--- config.mk ---
export PLATFORM = sky130hd
export DESIGN_NAME = skl_spi_master
export DESIGN_NICKNAME = d
export VERILOG_FILES = /design/src/rtl/skl_pkg.sv /design/src/rtl/skl_fifo.sv /design/src/rtl/skl_spi_master.sv
export SDC_FILE = /design/constraint.sdc
export NUM_CORES = 1
export LEC_CHECK = 0
export BUFFER_PORTS_ARGS = -buffer_cell sky130_fd_sc_hd__buf_2
export CORE_MARGIN = 5
export CORE_UTILIZATION = 57
export CTS_CLUSTER_DIAMETER = 200
export DETAILED_ROUTE_END_ITERATION = 10
export PLACE_DENSITY = 0.72
export SETUP_SLACK_MARGIN = 0.1
export SLEW_MARGIN = 20
export SYNTH_ARGS = -nofsm -noshare
export SYNTH_HDL_FRONTEND = slang
export SYNTH_SLANG_ARGS = --single-unit
--- constraint.sdc ---
create_clock -name clk -period 9.34 [get_ports clk]
set_clock_uncertainty 0.1 [all_clocks]
set_input_delay 1.401 -clock clk [delete_from_list [all_inputs] [get_ports clk]]
set_output_delay 1.401 -clock clk [all_outputs]
set_load 0.02 [all_outputs]
--- src/rtl/skl_pkg.sv ---
package skl_pkg;

  // ----------------------------------------
  // character and clocking
  // ----------------------------------------
  localparam int          CHAR_BITS     = 8;
  localparam int          FIFO_DEPTH    = 32;
  localparam int          DIV_W         = 8;
  localparam logic [7:0]  DUMMY_TX      = 8'hFF;
  localparam logic [7:0]  CHAR_ZERO     = 8'h00;
  localparam logic [3:0]  BIT_LAST      = 4'h7;
  localparam logic [3:0]  BIT_ZERO      = 4'h0;
  localparam logic [7:0]  DIV_ZERO      = 8'h00;
  localparam logic [7:0]  DIV_RESET     = 8'h03;
  localparam int          SYNC_STAGES   = 2;

  typedef enum logic [1:0] {
    SKL_IDLE,
    SKL_LOW,
    SKL_HIGH,
    SKL_GAP
  } skl_state_t;

  // ----------------------------------------
  // carriers
  // ----------------------------------------
  typedef struct packed {
    logic       clk;
    logic       mosi;
    logic       selN;
  } skl_pins_out_t;

  typedef struct packed {
    logic [7:0] data;
    logic       collision;
  } skl_rx_word_t;

endpackage

--- src/rtl/skl_fifo.sv ---
`timescale 1ns/100ps
module skl_fifo #(
  parameter int WIDTH = 9,
  parameter int DEPTH = 32
) (
  input  wire logic             clk,
  input  wire logic             sys_rst,
  input  wire logic [WIDTH-1:0] inData,
  input  wire logic             inValid,
  output logic                  inReady,
  output logic [WIDTH-1:0]      outData,
  output logic                  outValid,
  input  wire logic             outReady
);
  localparam int AW = $clog2(DEPTH);

  // ----------------------------------------
  // state
  // ----------------------------------------
  typedef struct packed {
    logic [AW-1:0] wp;
    logic [AW-1:0] rp;
    logic [AW:0]   cnt;
    logic          valid;
  } skl_fifo_st_t;

  skl_fifo_st_t st, next_st;
  logic [WIDTH-1:0] mem [DEPTH];
  logic doWr, doRd;

  assign inReady  = (st.cnt != (AW+1)'(DEPTH));
  // valid is kept in a flop so the head flag leaves the block glitch free
  assign outValid = st.valid;
  assign outData  = mem[st.rp];
  assign doWr     = inValid && inReady;
  assign doRd     = outValid && outReady;

  always_comb begin
    next_st = st;
    if (doWr) begin
      next_st.wp = (st.wp == AW'(DEPTH - 1)) ? '0 : st.wp + AW'(1);
    end
    if (doRd) begin
      next_st.rp = (st.rp == AW'(DEPTH - 1)) ? '0 : st.rp + AW'(1);
    end
    next_st.cnt = st.cnt + (AW+1)'(doWr) - (AW+1)'(doRd);
    next_st.valid = (next_st.cnt != '0);
  end

  always_ff @(posedge clk) begin
    if (doWr) begin
      mem[st.wp] <= inData;
    end
  end

  always_ff @(posedge clk or posedge sys_rst) begin
    if (sys_rst) begin
      st <= '0;
    end else begin
      st <= next_st;
    end
  end
endmodule

--- src/rtl/skl_spi_master.sv ---
`timescale 1ns/100ps
module skl_spi_master
  import skl_pkg::*;
#(
  parameter int DEPTH = skl_pkg::FIFO_DEPTH
) (
  input  wire logic                 clk,
  input  wire logic                 sys_rst,
  input  wire logic [7:0]           clockDivider,
  input  wire logic [7:0]           txData,
  input  wire logic                 txWrite,
  output logic                      txBusy,
  output logic                      txCollision,
  output logic                      transferDone,
  output logic [7:0]                rxData,
  output logic                      rxCollision,
  output logic                      rxValid,
  input  wire logic                 rxReady,
  output logic                      serial_clock_pin_ch0,
  output logic                      master_out_line_ch0,
  input  wire logic                 master_in_line_ch0,
  input  wire logic                 select_input_n_ch0,
  output logic                      slaveSelectGpioN,
  input  wire logic                 packet_ready_n,
  output logic                      packetReady
);
  import skl_pkg::*;

  // ----------------------------------------
  // state
  // ----------------------------------------
  typedef struct packed {
    skl_state_t     fsm;
    logic [7:0]     txShift;
    logic [7:0]     rxShift;
    logic [3:0]     bitCnt;
    logic [7:0]     divCnt;
    logic [1:0]     misoSync;
    logic [1:0]     atnSync;
    logic [1:0]     ssSync;
    logic           sclk;
    logic           mosi;
    logic           selN;
    logic           busy;
    logic           done;
    logic           txColl;
    logic           pendColl;
    logic           pushValid;
    skl_rx_word_t   pushWord;
    logic           atn;
  } skl_st_t;

  skl_st_t st, next_st;
  logic    fifoInReady;
  logic    divHit;

  // ----------------------------------------
  // receive buffer
  // ----------------------------------------
  skl_rx_word_t fifoOut;

  skl_fifo #(
    .WIDTH ($bits(skl_rx_word_t)),
    .DEPTH (DEPTH)
  ) u_rx_fifo (
    .clk      (clk),
    .sys_rst  (sys_rst),
    .inData   (st.pushWord),
    .inValid  (st.pushValid),
    .inReady  (fifoInReady),
    .outData  (fifoOut),
    .outValid (rxValid),
    .outReady (rxReady)
  );

  assign rxData      = fifoOut.data;
  assign rxCollision = fifoOut.collision;
  assign divHit      = (st.divCnt == DIV_ZERO);

  // ----------------------------------------
  // next state
  // ----------------------------------------
  always_comb begin
    next_st          = st;
    next_st.done     = 1'b0;
    next_st.txColl   = 1'b0;
    next_st.misoSync = {st.misoSync[0], master_in_line_ch0};
    next_st.atnSync  = {st.atnSync[0], packet_ready_n};
    next_st.ssSync   = {st.ssSync[0], select_input_n_ch0};
    next_st.atn      = ~st.atnSync[1];
    if (st.pushValid && fifoInReady) begin
      next_st.pushValid = 1'b0;
    end
    if (txWrite && st.busy) begin
      next_st.txColl = 1'b1;
    end
    if (st.fsm != SKL_IDLE) begin
      next_st.divCnt = divHit ? clockDivider : st.divCnt - 8'h01;
    end
    case (st.fsm)
      SKL_IDLE: begin
        next_st.sclk = 1'b0;
        // a new character is dropped while the buffer holds an unsent byte
        if (txWrite && !st.pushValid) begin
          next_st.txShift  = txData;
          next_st.mosi     = txData[CHAR_BITS-1];
          next_st.selN     = 1'b0;
          next_st.busy     = 1'b1;
          next_st.bitCnt   = BIT_ZERO;
          next_st.divCnt   = clockDivider;
          next_st.pendColl = ~st.ssSync[1];
          next_st.fsm      = SKL_LOW;
        end
      end
      SKL_LOW: begin
        if (divHit) begin
          next_st.sclk    = 1'b1;
          next_st.rxShift = {st.rxShift[6:0], st.misoSync[1]};
          next_st.fsm     = SKL_HIGH;
        end
      end
      SKL_HIGH: begin
        if (divHit) begin
          next_st.sclk = 1'b0;
          if (st.bitCnt == BIT_LAST) begin
            next_st.selN  = 1'b1;
            next_st.fsm   = SKL_GAP;
          end else begin
            next_st.txShift = {st.txShift[6:0], 1'b0};
            next_st.mosi    = st.txShift[CHAR_BITS-2];
            next_st.bitCnt  = st.bitCnt + 4'h1;
            next_st.fsm     = SKL_LOW;
          end
        end
      end
      SKL_GAP: begin
        // one divider period with select high keeps characters apart
        if (divHit) begin
          next_st.busy      = 1'b0;
          next_st.done      = 1'b1;
          next_st.pushValid = 1'b1;
          next_st.pushWord  = '{data: st.rxShift, collision: st.pendColl};
          next_st.fsm       = SKL_IDLE;
        end
      end
      default: begin
        next_st.fsm = SKL_IDLE;
      end
    endcase
  end

  // ----------------------------------------
  // registers
  // ----------------------------------------
  always_ff @(posedge clk or posedge sys_rst) begin
    if (sys_rst) begin
      st          <= '0;
      st.fsm      <= SKL_IDLE;
      st.txShift  <= DUMMY_TX;
      st.rxShift  <= CHAR_ZERO;
      st.divCnt   <= DIV_RESET;
      st.selN     <= 1'b1;
      st.atnSync  <= 2'b11;
      st.ssSync   <= 2'b11;
    end else begin
      st <= next_st;
    end
  end

  assign serial_clock_pin_ch0 = st.sclk;
  assign master_out_line_ch0  = st.mosi;
  assign slaveSelectGpioN     = st.selN;
  assign txBusy               = st.busy;
  assign txCollision          = st.txColl;
  assign transferDone         = st.done;
  assign packetReady          = st.atn;
endmodule

# Word-level counts from Yosys, hierarchy flattened
# Memory sizes are Yosys's and may differ from the RTL's.
# Cells that the tools add are included.
# classes
bitwise_logic	2
addsub	6
n_eq_ne	13
n_mux	33
n_reduce_logical	20
# ops
cell	n
$mux 10	4
$mux 8	4
$pmux 7 s2	1
$mux 12	1
$ne 2x2->1 const B	6
$reduce_and 4->1	3
$add 5x1->5 const B	2
$eq 5x5->1 const B	2
$mux 5	2
$logic_not 8->1	1
$mux 1	8
$mux 2	4
$mux 4	2
$pmux 2 s4	1
$pmux 4 s2	1
$sub 8x1->8 const B	1
$add 6x1->6	1
$mux 3	2
$ne 6x6->1 const B	1
$reduce_and 2->1	3
$reduce_and 3->1	2
$reduce_bool 2->1	3
$reduce_bool 6->1	1
$sub 6x1->6	1
other kinds (12)	17
# word_totals
register_bits	70
word_cells	98
mem_count	1
input_bits	23
mem_bits_rw	288
output_inout_bits	17
# mem_list
memory	depth	width	read_ports	rd_ports_with_merged_regs	wr	line_no	rtl
u_rx_fifo.mem	32	9	1	0	1	skl_fifo.sv:28	logic [WIDTH-1:0] mem [DEPTH];

# Depth between registers and ports, before layout
# Gate-level depths: netlist of the first run.
# logic_depth
ltp_word	5
ltp_mapped	13
depth_no_buf	13

# Cells and area by module
# Synthesis of the first run repeated with hierarchy kept, for this count alone.
# unflattened
hier_cells	813
area_unflattened_um2	14569.0
# by_module_without_submodules
mod	area_per_inst_um2	seq_area_each_um2	cells_each	n_inst
skl_fifo	12230.5	9073.7	626	1
skl_spi_master	2338.5	1343.8	187	1

# Worst setup path before layout of the first run
# Ideal clock, no wire load.
# synth_path
path_kind	input port to flip-flop
startpoint	in rxReady
endpoint	reg u_rx_fifo.st (netlist bit u_rx_fifo.outValid)
path_buffers	0
setup_ns	0.131
required_ns	9.109
slack_ns	5.636
stages	10
arrival_ns	3.473
cell_sequence	nand2_1 -> inv_1 -> ha_1 -> inv_1 -> ha_1 -> inv_1 -> fa_1 -> inv_1 -> or4_1 -> or3_1
# synth_rtl
element	line_no	rtl
start: declaration	skl_spi_master.sv:18	input wire logic rxReady,
end signal: assignment	skl_fifo.sv:60	st <= next_st;
end: declaration	skl_fifo.sv:27	skl_fifo_st_t st, next_st;

# Worst setup path in the final report of the first run
# layout_path
startpoint	reg u_rx_fifo.st[9] in the netlist's numbering
endpoint	out rxData[3]
# layout_between
elab_chain_cells	1
# layout_rtl
element	line_no	rtl
$mem_v2 32x9	-	
end: declaration	skl_spi_master.sv:15	output logic [7:0] rxData,
# No other way between the ends.

==> results of run 1 <==
layout by cell type (no fill, tap or decap), drive strengths merged, types with 12 or more instances in the layout:
master  netlist  routed
nand2        51      51
nor2         50      50
o21ai        27      27
edfxtp      288     288
nand3        15      15
nor2b        12      12
mux2i        70      70
mux2         21      21
clkbuf        9      44
dfrtp        56      56
ha           18      18
clkinv        1      14
dfstp        14      14
inv          22      23
a21oi        22      22
buf          31      47
mux4         36      36
a22oi        27      27
metrics by stage:
stage          setup WS (ns)  power [mW]  utilization [%]  cells  hold WS [ns]
2_1_floorplan          5.636       2.609                -    870        0.2312
3_3_place_gp           4.807       2.838            59.64   1207        0.2342
3_5_place_dp           4.775       2.851            59.66   1207        0.2451
4_1_cts                4.242       4.240            64.24   1270        0.2554
5_1_grt                4.027       4.408            64.27   1270        0.2591
6_report               4.269       4.212            64.27   1270        0.2504
logic make-up (layout without fill, tap and decap cells):
| kind of cell | count (synthesis) | count (layout) | synth area share [%] |
|---|---|---|---|
| AO/OA/AOI/OAI | 129 | 129 | 6.048 |
| multiplexers | 127 | 127 | 12.06 |
| AND/OR/NAND/NOR | 167 | 167 | 5.936 |
| flip-flops | 358 | 358 | 71.73 |
| XOR/XNOR | 7 | 7 | 0.4222 |
| adder cells (fa/ha/maj) | 19 | 19 | 1.689 |
| buffers and inverters | 63 | 133 | 2.111 |
sequential cells by signal, indices dropped and copies added, names as in the netlist:
register and flops:
slaveSelectGpioN 1, u_rx_fifo.mem 288, txCollision 1, master_out_line_ch0 1, next_st 3, transferDone 1
serial_clock_pin_ch0 1, st 43, packetReady 1, u_rx_fifo.outValid 1, txBusy 1, u_rx_fifo.st 16
cell type report:
type | count | share of cell area, %
Multi-Input combinational cell | 449 | 23.57
Clock buffer | 44 | 6.164
Sequential cell | 358 | 64.64
Tap cell | 330 | 2.559
Clock inverter | 19 | 0.9537
Inverter | 23 | 0.5350
Timing Repair Buffer | 47 | 1.582
worst paths after layout:
path	start	endpoint	depth (start not counted)
max	u_rx_fifo.st[9]	rxData[3]	7
min	next_st[23]	st[23]	0
max reg2reg	u_rx_fifo.st[3]	u_rx_fifo.outValid	11
min reg2reg	next_st[23]	st[23]	0
max in group asynchronous	sys_rst	u_rx_fifo.st[9]	3
min in group asynchronous	sys_rst	st[11]	3
routing by layer:
layer  vias up  wire length (microns)  global-route usage [%]
li1       3488                      -                       -
met1      3921                  12630                   30.15
met2       254                  14800                   34.87
met3        57                   1465                   2.562
met4         0                    922                   7.560
met5         -                      0                       0
power groups by stage:
stage                     registers, mW  logic [mW]  clock network [mW]
after CTS                          1.94       0.880                1.42
after detailed placement           1.97       0.877                   0
after global routing               1.96       0.955                1.49
final                              1.94       0.872                1.40
after global placement             1.97       0.869                   0
after floorplan                    1.90       0.713                   0
==> results.md, run 1 <==
* Area of the multi-input gates at 3804 sq um
* Combinational share of power at between 20% and 30%
* Wirelength, routed at a little under 30000 microns
* Crit Path Class: register to primary output
* Clock Tree Root: clkbuf_16
* Reg clk slew, reported paths at roughly 0.06 ns
* Sequential Power Share at a little under half
* Gr ovfl total at 0
* Post-route DRC violation count at 0
* CP Max Fanout at slightly below 70
* CTS Buf Count at 37
* WL/cell at 23.48 microns
* Site Rows at 58
* #FFs+latches synth at 358
* Maxcap violations at 0
* CTS tree: yes
* Switching Fraction at roughly 29%
* Data arrival, critical path at approximately 3.6 ns
* GRT Total Usage at a little over a fifth
* Drt first pass iters at 7
* Reg2reg setup slack at between 5 and 6 ns
* Switch Pwr at 1.232 mW
* Max clock buf depth at 3
* Post-synth EDFFs at 288
* Detailed Place HPWL at 18680 microns
* IO Count at 40
* Cell count after synthesis at 870
* Die height at ~170 microns
* Slew HR at 28.05%
* FFs w/ async S/R, synth at ~20%
* # resized after CTS at 0
* Yosys cell types at around 60
* Max Clk Rate at 197.2 MHz
* Layout cell share with drive strength beyond 1 at between 20% and 30%
* CTS Hold Bufs at 0
* RD Place Congestion at around 0.87
* Sink Count at between 300 and 400
* Design area at around 16000 sq um
* Pin count of the biggest net entering global routing at ~70
* Power share of the clock group at between 30% and 40%
* Worst setup EP type: primary output
* Number of global-route vias before repair at approximately 7800
* Req. time, crit path at between 7 and 8 ns
* Critical path, cell by cell: buf_4, mux2i_1, a22o_1, a2111oi_0, a31oi_1, nand3_1, buf_2
* Synth top area cells: edfxtp_1, dfrtp_1, mux4_2, mux2i_1, dfstp_2
* Final ANT Viol Nets at 0
* Crit path buf inv count at 2
* Slew @ Worst Pin at roughly 1.1 ns
* FF+latch area at roughly 10000 sq um
* Post-CTS setup-driven buffer insertion count at 0
* LEAKAGE at 5.657 nW
* FILL cells at approximately 1800
* Endpoints failing setup at 0
* Final Hold Fails at 0
* Core area at around 25000 sq um
* H-tree levels at 2
* Top_reg_cell synth: edfxtp_1
* Ys Warns at 0
* Pwr Density at around 260 nW/um^2
* Post-Syn Area at between 10000 and 15000 sq um
* First-pass GRT wire length at about 46000 microns
* Nets at 958
* Chip Width at between 150 and 200 microns
* Full die area at 28770 sq um
* Sequential area share after synthesis at just over 70%
* Hold WC Path Type: register to register
* Critical path startpoint category: register
* Worst IR drop on VDD at about 0.00015 V
* Clk_lat worst skew at approximately 0.52 ns
* Max Slew Vio Count at 0
* Cell taking the most area after synthesis: edfxtp_1
* Port Buffers at 39
* DP Area at 14980 sq um
* Worst path top cell family by delay: flip-flops
* Antenna violations before repair at 0
* ANT cells at 0
* Avg Cell Area, Syn at between 15 and 20 sq um
* Status: finished, final reports clean
* Crit-path slowest cell: dfrtp_4
* Count leader, synth: edfxtp_1
* Area Overhead vs Synth at 11.11%
* Fin crit share at between 50% and 60%
* Synth top cells by count: edfxtp_1, mux2i_1, dfrtp_1
* DR vias at about 7700
* Internal power at just under 3 mW
* Final min period at approximately 5.1 ns
* Starting DRT DRC Count at 698
* Critical path's largest stage delay at ~1.1 ns
* DR vias/cell at 6.079
* RSZ-0062 raised after global routing: false
* Setup TNS at 0 ns
* Mapped Nets at around 910
* Initial Util at roughly 58%
* Share of the synthesized area in the top cell type at 59.55%
No activity file was read; power rests on OpenSTA's default activity.
==> run 2: changes to the inputs <==
--- a/config.mk
+++ b/config.mk
@@ -5,6 +5,7 @@
 export SDC_FILE = /design/constraint.sdc
 export NUM_CORES = 1
 export LEC_CHECK = 0
+export ABC_AREA = 1
 export BUFFER_PORTS_ARGS = -buffer_cell sky130_fd_sc_hd__buf_2
 export CORE_MARGIN = 5
 export CORE_UTILIZATION = 57
==> constraint.sdc (replaced) <==
create_clock -name clk -period 4.9 [get_ports clk]
set_clock_uncertainty 0.1 [all_clocks]
set_input_delay 0.735 -clock clk [delete_from_list [all_inputs] [get_ports clk]]
set_output_delay 0.735 -clock clk [all_outputs]
set_load 0.02 [all_outputs]
==> run 2 against run 1 <==
- sequential cell count unchanged
- total power increased by 130%
- global-route usage increased by 1.1 points
- highest routed layer unchanged
- cell count increased by 40%
- register-to-register slack got worse by 3.8 ns
- clock power increased by 110%
- critical path type unchanged
- core utilization increased by 0.50 points
==> results.md, run 2 <==
* Biggest register: u_rx_fifo.mem
* RD Place Congestion at roughly 0.8
* Detailed Place HPWL at slightly below 20000 microns
* Core area at about 26000 sq um
* Starting DRT DRC Count at 1200
* FFs w/ async S/R, synth at between 10% and 20%
* RSZ-0062 raised after global routing: false
* Number of global-route vias before repair at 9960
* Critical path, cell by cell: inv_4, buf_12, nand2_1, nand3_1, nand3_1, nand2_1, nand2_1, nand2_1, nand2_1, nand2_1, buf_2
* Synth top cells by count: nand2_1, edfxtp_1, nand3_1
* Slew HR at 27.29%
* Max Slew Vio Count at 0
* Count leader, synth: nand2_1
* Slew @ Worst Pin at roughly 1.1 ns
* Final Hold Fails at 0
* Layout cell share with drive strength beyond 1 at between 10% and 20%
* Cell count after placement at about 1700
* Synth top area cells: edfxtp_1, nand2_1, dfrtp_1, nand3_1, dfstp_2
* Worst IR drop on VDD at approximately 0.00048 V
* Worst setup EP type: primary output
* Final WS setup at about 1.0 ns
* Crit Path Class: register to primary output
* Yosys cell types at 37
* Critical path startpoint category: register
* Area Overhead vs Synth at 11.56%
* Clock Tree Root: clkbuf_16
* CTS tree: yes
* Full die area at 29980 sq um
* Wirelength, routed at roughly 34000 microns
* Post-CTS setup-driven buffer insertion count at 0
* ANT cells at 0
* Nets at between 1000 and 1500
* Largest regs: u_rx_fifo.mem x288, st x43, u_rx_fifo.st x16
* Final min period at ~3.9 ns
* Clk_lat worst skew at around 0.52 ns
* LEAKAGE at around 6.7 nW
* Chip Width at roughly 170 microns
* Max clock buf depth at 3
* Sequential area share after synthesis at between 60 and 70%
* Met3 Wirelength at 2488 microns
* Gr ovfl total at 0
* Cell repeated most along the worst path: nand2_1
* # resized after CTS at 0
* Setup TNS at 0 ns
* Fin util at ~65%
* Pin count of the biggest net entering global routing at ~150
* CTS Buf Count at 37
* Reg clk slew, reported paths at 0.06 ns
* DR vias at just over 10000
* Hold WC Path Type: input pin to register
* Cell count after synthesis at roughly 1400
* Fin crit share at between 70% and 80%
* Crit path buf inv count at 3
* Dpl ws at 1.640 ns
* Top Metal Used: met4
* Max Clk Rate at around 260 MHz
* Status: finished, final reports clean
* Most frequent cells in the layout: nand2_1, edfxtp_1, nand3_1, dfrtp_1, inv_1
* DRT met1 WL at ~14000 microns
* IO Count at 40
* Port Buffers at 39
* Pwr Density at roughly 560 nW/um^2
* Req. time, crit path at between 4 and 5 ns
* Data arrival, critical path at between 3 and 4 ns
* Critical path's largest stage delay at slightly below 0.6 ns
* CP Max Fanout at 81
* Endpoints failing setup at 0
* Share of the synthesized area in the top cell type at between 50 and 60%
* Drt first pass iters at 5
* Post-Syn Area at about 15000 sq um
* GRT Total Usage at between 20 and 25%
* Worst path top cell family by delay: buffers and inverters
* Maxcap violations at 0
* H-tree levels at 2
* Post-route DRC violation count at 0
* Sink Count at between 300 and 400
* Final ANT Viol Nets at 0
* Ys Warns at 0
* Avg Cell Area, Syn at roughly 11 sq um
* Post-synth EDFFs at 288
* Non-filler cells, final at ~1800
* Site Rows at 59
* Cell taking the most area after synthesis: edfxtp_1
* Antenna violations before repair at 0
* Mapped Nets at 1431
* WL/cell at between 15 and 20 microns
* Met2 WL post-DR at ~16000 microns
* Crit-path slowest cell: inv_4
* Max FFs per register at ~290
* #FFs+latches synth at 358
* First-pass GRT wire length at roughly 54000 microns
* Top_reg_cell synth: edfxtp_1
* Initial Util at around three fifths
* Die height at between 150 and 200 microns
* CTS Hold Bufs at 0
* Commonest non-fill, non-tap cell in the layout: nand2_1
* DR vias/cell at around 5.7
[run 2: cell count changes in the layout (fill, tap and decap cells not counted), moves of 11 or more]
cell,delta
nand3_1,+227
inv_1,+30
mux4_2,-36
a21oi_1,-13
mux2_2,-20
mux2i_1,-63
nand2_1,+447
nor2b_1,-12
a211oi_1,-11
a22oi_1,-27
[run 2: logic make-up (layout without fill, tap and decap cells)]
group,after synthesis,after routing,share of synthesized area (%)
flops,358,358,68.66
xor+xnor,9,9,0.5195
mux,7,7,0.4618
simple gates,805,805,22.34
compound gates,64,64,2.688
fa+ha+maj,19,19,1.616
buf+inv,127,186,3.711
[run 2: cell type report]
type	instances	area [sq um]
multi-input combinational	904	4197
tap	335	419.2
clock buffer	50	1057
fill	2007	9206
clock inverter	18	240.2
sequential	358	10420
timing repair buffer	58	362.8
inverter	60	227.7
[run 2: final timing paths]
check                           startpoint              endpoint  slack [ns]  depth (start not counted)
setup / recovery           u_rx_fifo.st[7]             rxData[1]        1.03                         11
max in group asynchronous          sys_rst       u_rx_fifo.st[7]        3.50                          3
setup reg to reg           u_rx_fifo.st[3]  u_rx_fifo.mem[10][4]        2.03                          7
hold reg to reg                next_st[23]                st[23]        0.25                          0
hold / removal              packet_ready_n           next_st[21]        0.22                          1
min in group asynchronous          sys_rst           packetReady        0.23                          2
[run 2: power by group]
group          internal, mW  switching (mW)
clock                  1.83            1.15
combinational         0.905            2.08
sequential             3.41           0.139
total                  6.15            3.37
[run 2: stage by stage]
step                      power, mW  hold slack (ns)  instance area, sq um
final                         9.516           0.2179                 16930
after global routing          10.05           0.2032                 16930
after CTS                     9.539           0.1999                 16930
after detailed placement      6.570           0.2364                 15630
after global placement        6.511           0.2340                 15620
after floorplan               5.764           0.2312                 15170
[run 2: worst reg2reg max path: stages, from the launching register on]
cell	delay, ns
dfrtp_1	0.36
inv_1	0.06
ha_1	0.19
nand2_1	0.11
o21ai_2	0.16
inv_1	0.28
nand2_1	0.37
nor2_1	0.89
[run 2: routing by layer]
metal	vias to the layer above	track usage, %
li1	4802	-
met1	4832	30.82
met2	394	36.64
met3	75	4.301
met4	0	7.483
met5	-	0
==> run 3: changes to the inputs <==
==> constraint.sdc (replaced) <==
create_clock -name clk -period 4 [get_ports clk]
set_clock_uncertainty 0.1 [all_clocks]
set_input_delay 0.6 -clock clk [delete_from_list [all_inputs] [get_ports clk]]
set_output_delay 0.6 -clock clk [all_outputs]
set_load 0.02 [all_outputs]
==> run 3 against run 2 <==
- routed wire length shrank 2.5%
- total power grew 19%
- combinational power grew 22%
- count of clock-buffer cells in the layout grew 2
==> results.md, run 3 (synthesized netlist as in run 2, its figures left out) <==
* Clk_lat worst skew at around 0.52 ns
* Critical path startpoint category: register
* Reg2reg setup slack at 1.06 ns
* First-pass GRT wire length at 52630 microns
* FILL cells at roughly 2000
* Area Overhead vs Synth at 10.97%
* CTS tree: yes
* Max FFs per register at around 290
* Cell repeated most along the worst path: nand2_1
* Top Metal Used: met4
* Nets at between 1000 and 1500
* Max Slew Vio Count at 0
* CTS Buf Count at 36
* DP Area at 15680 sq um
* Full die area at between 20000 and 30000 sq um
* WL/cell at around 19 microns
* Final ANT Viol Nets at 0
* Largest regs: u_rx_fifo.mem x288, st x43, u_rx_fifo.st x16
* # resized after CTS at 0
* Final Hold Fails at 0
* Critical R2R Capture: u_rx_fifo.mem[4][1]
* IO Count at 40
* Switch Pwr at a little over 4 mW
* Pwr Density at about 670 nW/um^2
* DR vias/cell at 5.648
* Maxcap violations at 0
* Biggest register: u_rx_fifo.mem
* Reg clk slew, reported paths at 0.06 ns
* Reg-to-Reg Start: u_rx_fifo.st[3]
* Critical path's largest stage delay at 0.50 ns
* Starting DRT DRC Count at between 900 and 1000
* Die height at roughly 170 microns
* Layout cell share with drive strength beyond 1 at ~11%
* RSZ-0062 raised after global routing: false
* Initial Util at between 50% and 60%
* Fin crit share at slightly below 90%
* Req. time, crit path at around 3.3 ns
* Internal power at about 7.2 mW
* RD Place Congestion at approximately 0.84
* Critical path, cell by cell: inv_4, buf_4, nand2_1, nand3_1, nand3_1, nand2_1, nand2_1, nand2_1, nand2_1, nand2_1, buf_2
* Worst setup EP type: primary output
* Commonest non-fill, non-tap cell in the layout: nand2_1
* Max Clk Rate at about 290 MHz
* Hold WC Path Type: input pin to register
* Final min period at between 3 and 4 ns
* Most frequent cells in the layout: nand2_1, edfxtp_1, nand3_1, inv_1, dfrtp_1
* DR vias at around 10000
* Gr ovfl total at 0
* Met3 Wirelength at about 2300 microns
* Cell count after placement at around 1700
* Chip Width at between 150 and 200 microns
* Wirelength, routed at 33140 microns
* Drt first pass iters at 5
* Worst Setup SP: u_rx_fifo.st[7]
* Setup TNS at 0 ns
* Pin count of the biggest net entering global routing at approximately 150
* Met2 WL post-DR at around 16000 microns
* Max clock buf depth at 3
* Endpoints failing setup at 0
* Sink Count at between 300 and 400
* Status: finished, final reports clean
* Crit Path Class: register to primary output
* Worst IR drop on VDD at about 0.00051 V
* Non-filler cells, final at 1783
* Slew HR at about a quarter
* CTS Hold Bufs at 0
* Detailed Place HPWL at 19130 microns
* Crit-path slowest cell: dfrtp_4
* Antenna violations before repair at 0
* Combinational share of power at about a third
* Worst setup path end: rxData[4]
* Post-route DRC violation count at 0
* Reg2Reg Depth at 7
* Post-CTS setup-driven buffer insertion count at 0
* CP Max Fanout at 53
* Clock Tree Root: clkbuf_16
* Slew @ Worst Pin at around 1.1 ns
* LEAKAGE at approximately 6.6 nW
* Data arrival, critical path at approximately 2.8 ns
* Core area at roughly 26000 sq um
* Port Buffers at 39
* Number of global-route vias before repair at 9831
* GRT Total Usage at 21.99%
* DRT met1 WL at approximately 14000 microns
* Site Rows at between 50 and 60
* Design area at 16840 sq um
* Power share of the clock group at 29.1%
* H-tree levels at 2
* Switching Fraction at 35.83%
* ANT cells at 0
* Sequential Power Share at about two fifths
-- run 3: cell count changes in the layout (fill, tap and decap cells not counted), sizes merged --
| cell | before | now |
|---|---|---|
| clkinv | 12 | 10 |
| clkbuf | 50 | 52 |
| buf | 58 | 61 |
| bufinv | 6 | 3 |
-- run 3: cell type report --
| type | count | area [sq um] | area share [%] |
|---|---|---|---|
| Multi-Input combinational cell | 904 | 4202 | 24.96 |
| Sequential cell | 358 | 10430 | 61.94 |
| Clock buffer | 52 | 1001 | 5.945 |
| Clock inverter | 13 | 147.6 | 0.8769 |
| Timing Repair Buffer | 61 | 410.4 | 2.438 |
| Inverter | 60 | 227.7 | 1.353 |
| Tap cell | 335 | 419.2 | 2.490 |
-- run 3: power groups by stage --
stage | Sequential, mW | Clock (mW) | Combinational [mW]
2_1_floorplan | 4.35 | 0 | 2.71
3_3_place_gp | 4.41 | 0 | 3.58
3_5_place_dp | 4.42 | 0 | 3.66
4_1_cts | 4.34 | 3.34 | 3.67
5_1_grt | 4.37 | 3.50 | 4.11
6_report | 4.35 | 3.28 | 3.66
-- run 3: critical path: cells and delay by family (launching register included) --
family	cells	cell delay (ns)
buf+inv	3	1.02
simple gates	8	0.71
flops	1	0.50
-- run 3: metrics by stage --
stage	util, %	worst slack, ns	hold slack, ns	power (mW)
3_3_place_gp	60.01	1.083	0.2345	7.998
5_1_grt	64.43	0.3355	0.06272	11.97
4_1_cts	64.40	0.5125	0.05634	11.35
6_report	64.43	0.5125	0.07793	11.29
3_5_place_dp	60.01	1.050	0.2364	8.073
2_1_floorplan	-	1.525	0.2312	7.060
-- run 3: worst min-delay path by stage --
stage / startpoint / end / slack, ns / depth (start not counted)
final: select_input_n_ch0 / next_st[19] / 0.08 / 1
after global routing: select_input_n_ch0 / next_st[19] / 0.06 / 1
after CTS: select_input_n_ch0 / next_st[19] / 0.06 / 1
after detailed placement: next_st[23] / st[23] / 0.24 / 0
after global placement: next_st[23] / st[23] / 0.23 / 0
after floorplan: next_st[23] / st[23] / 0.23 / 0
-- run 3: layer usage --
metal	up-vias	track usage, %
met5	-	0
met4	0	6.119
met3	65	3.777
met2	372	36.05
met1	4825	30.85
li1	4809	-
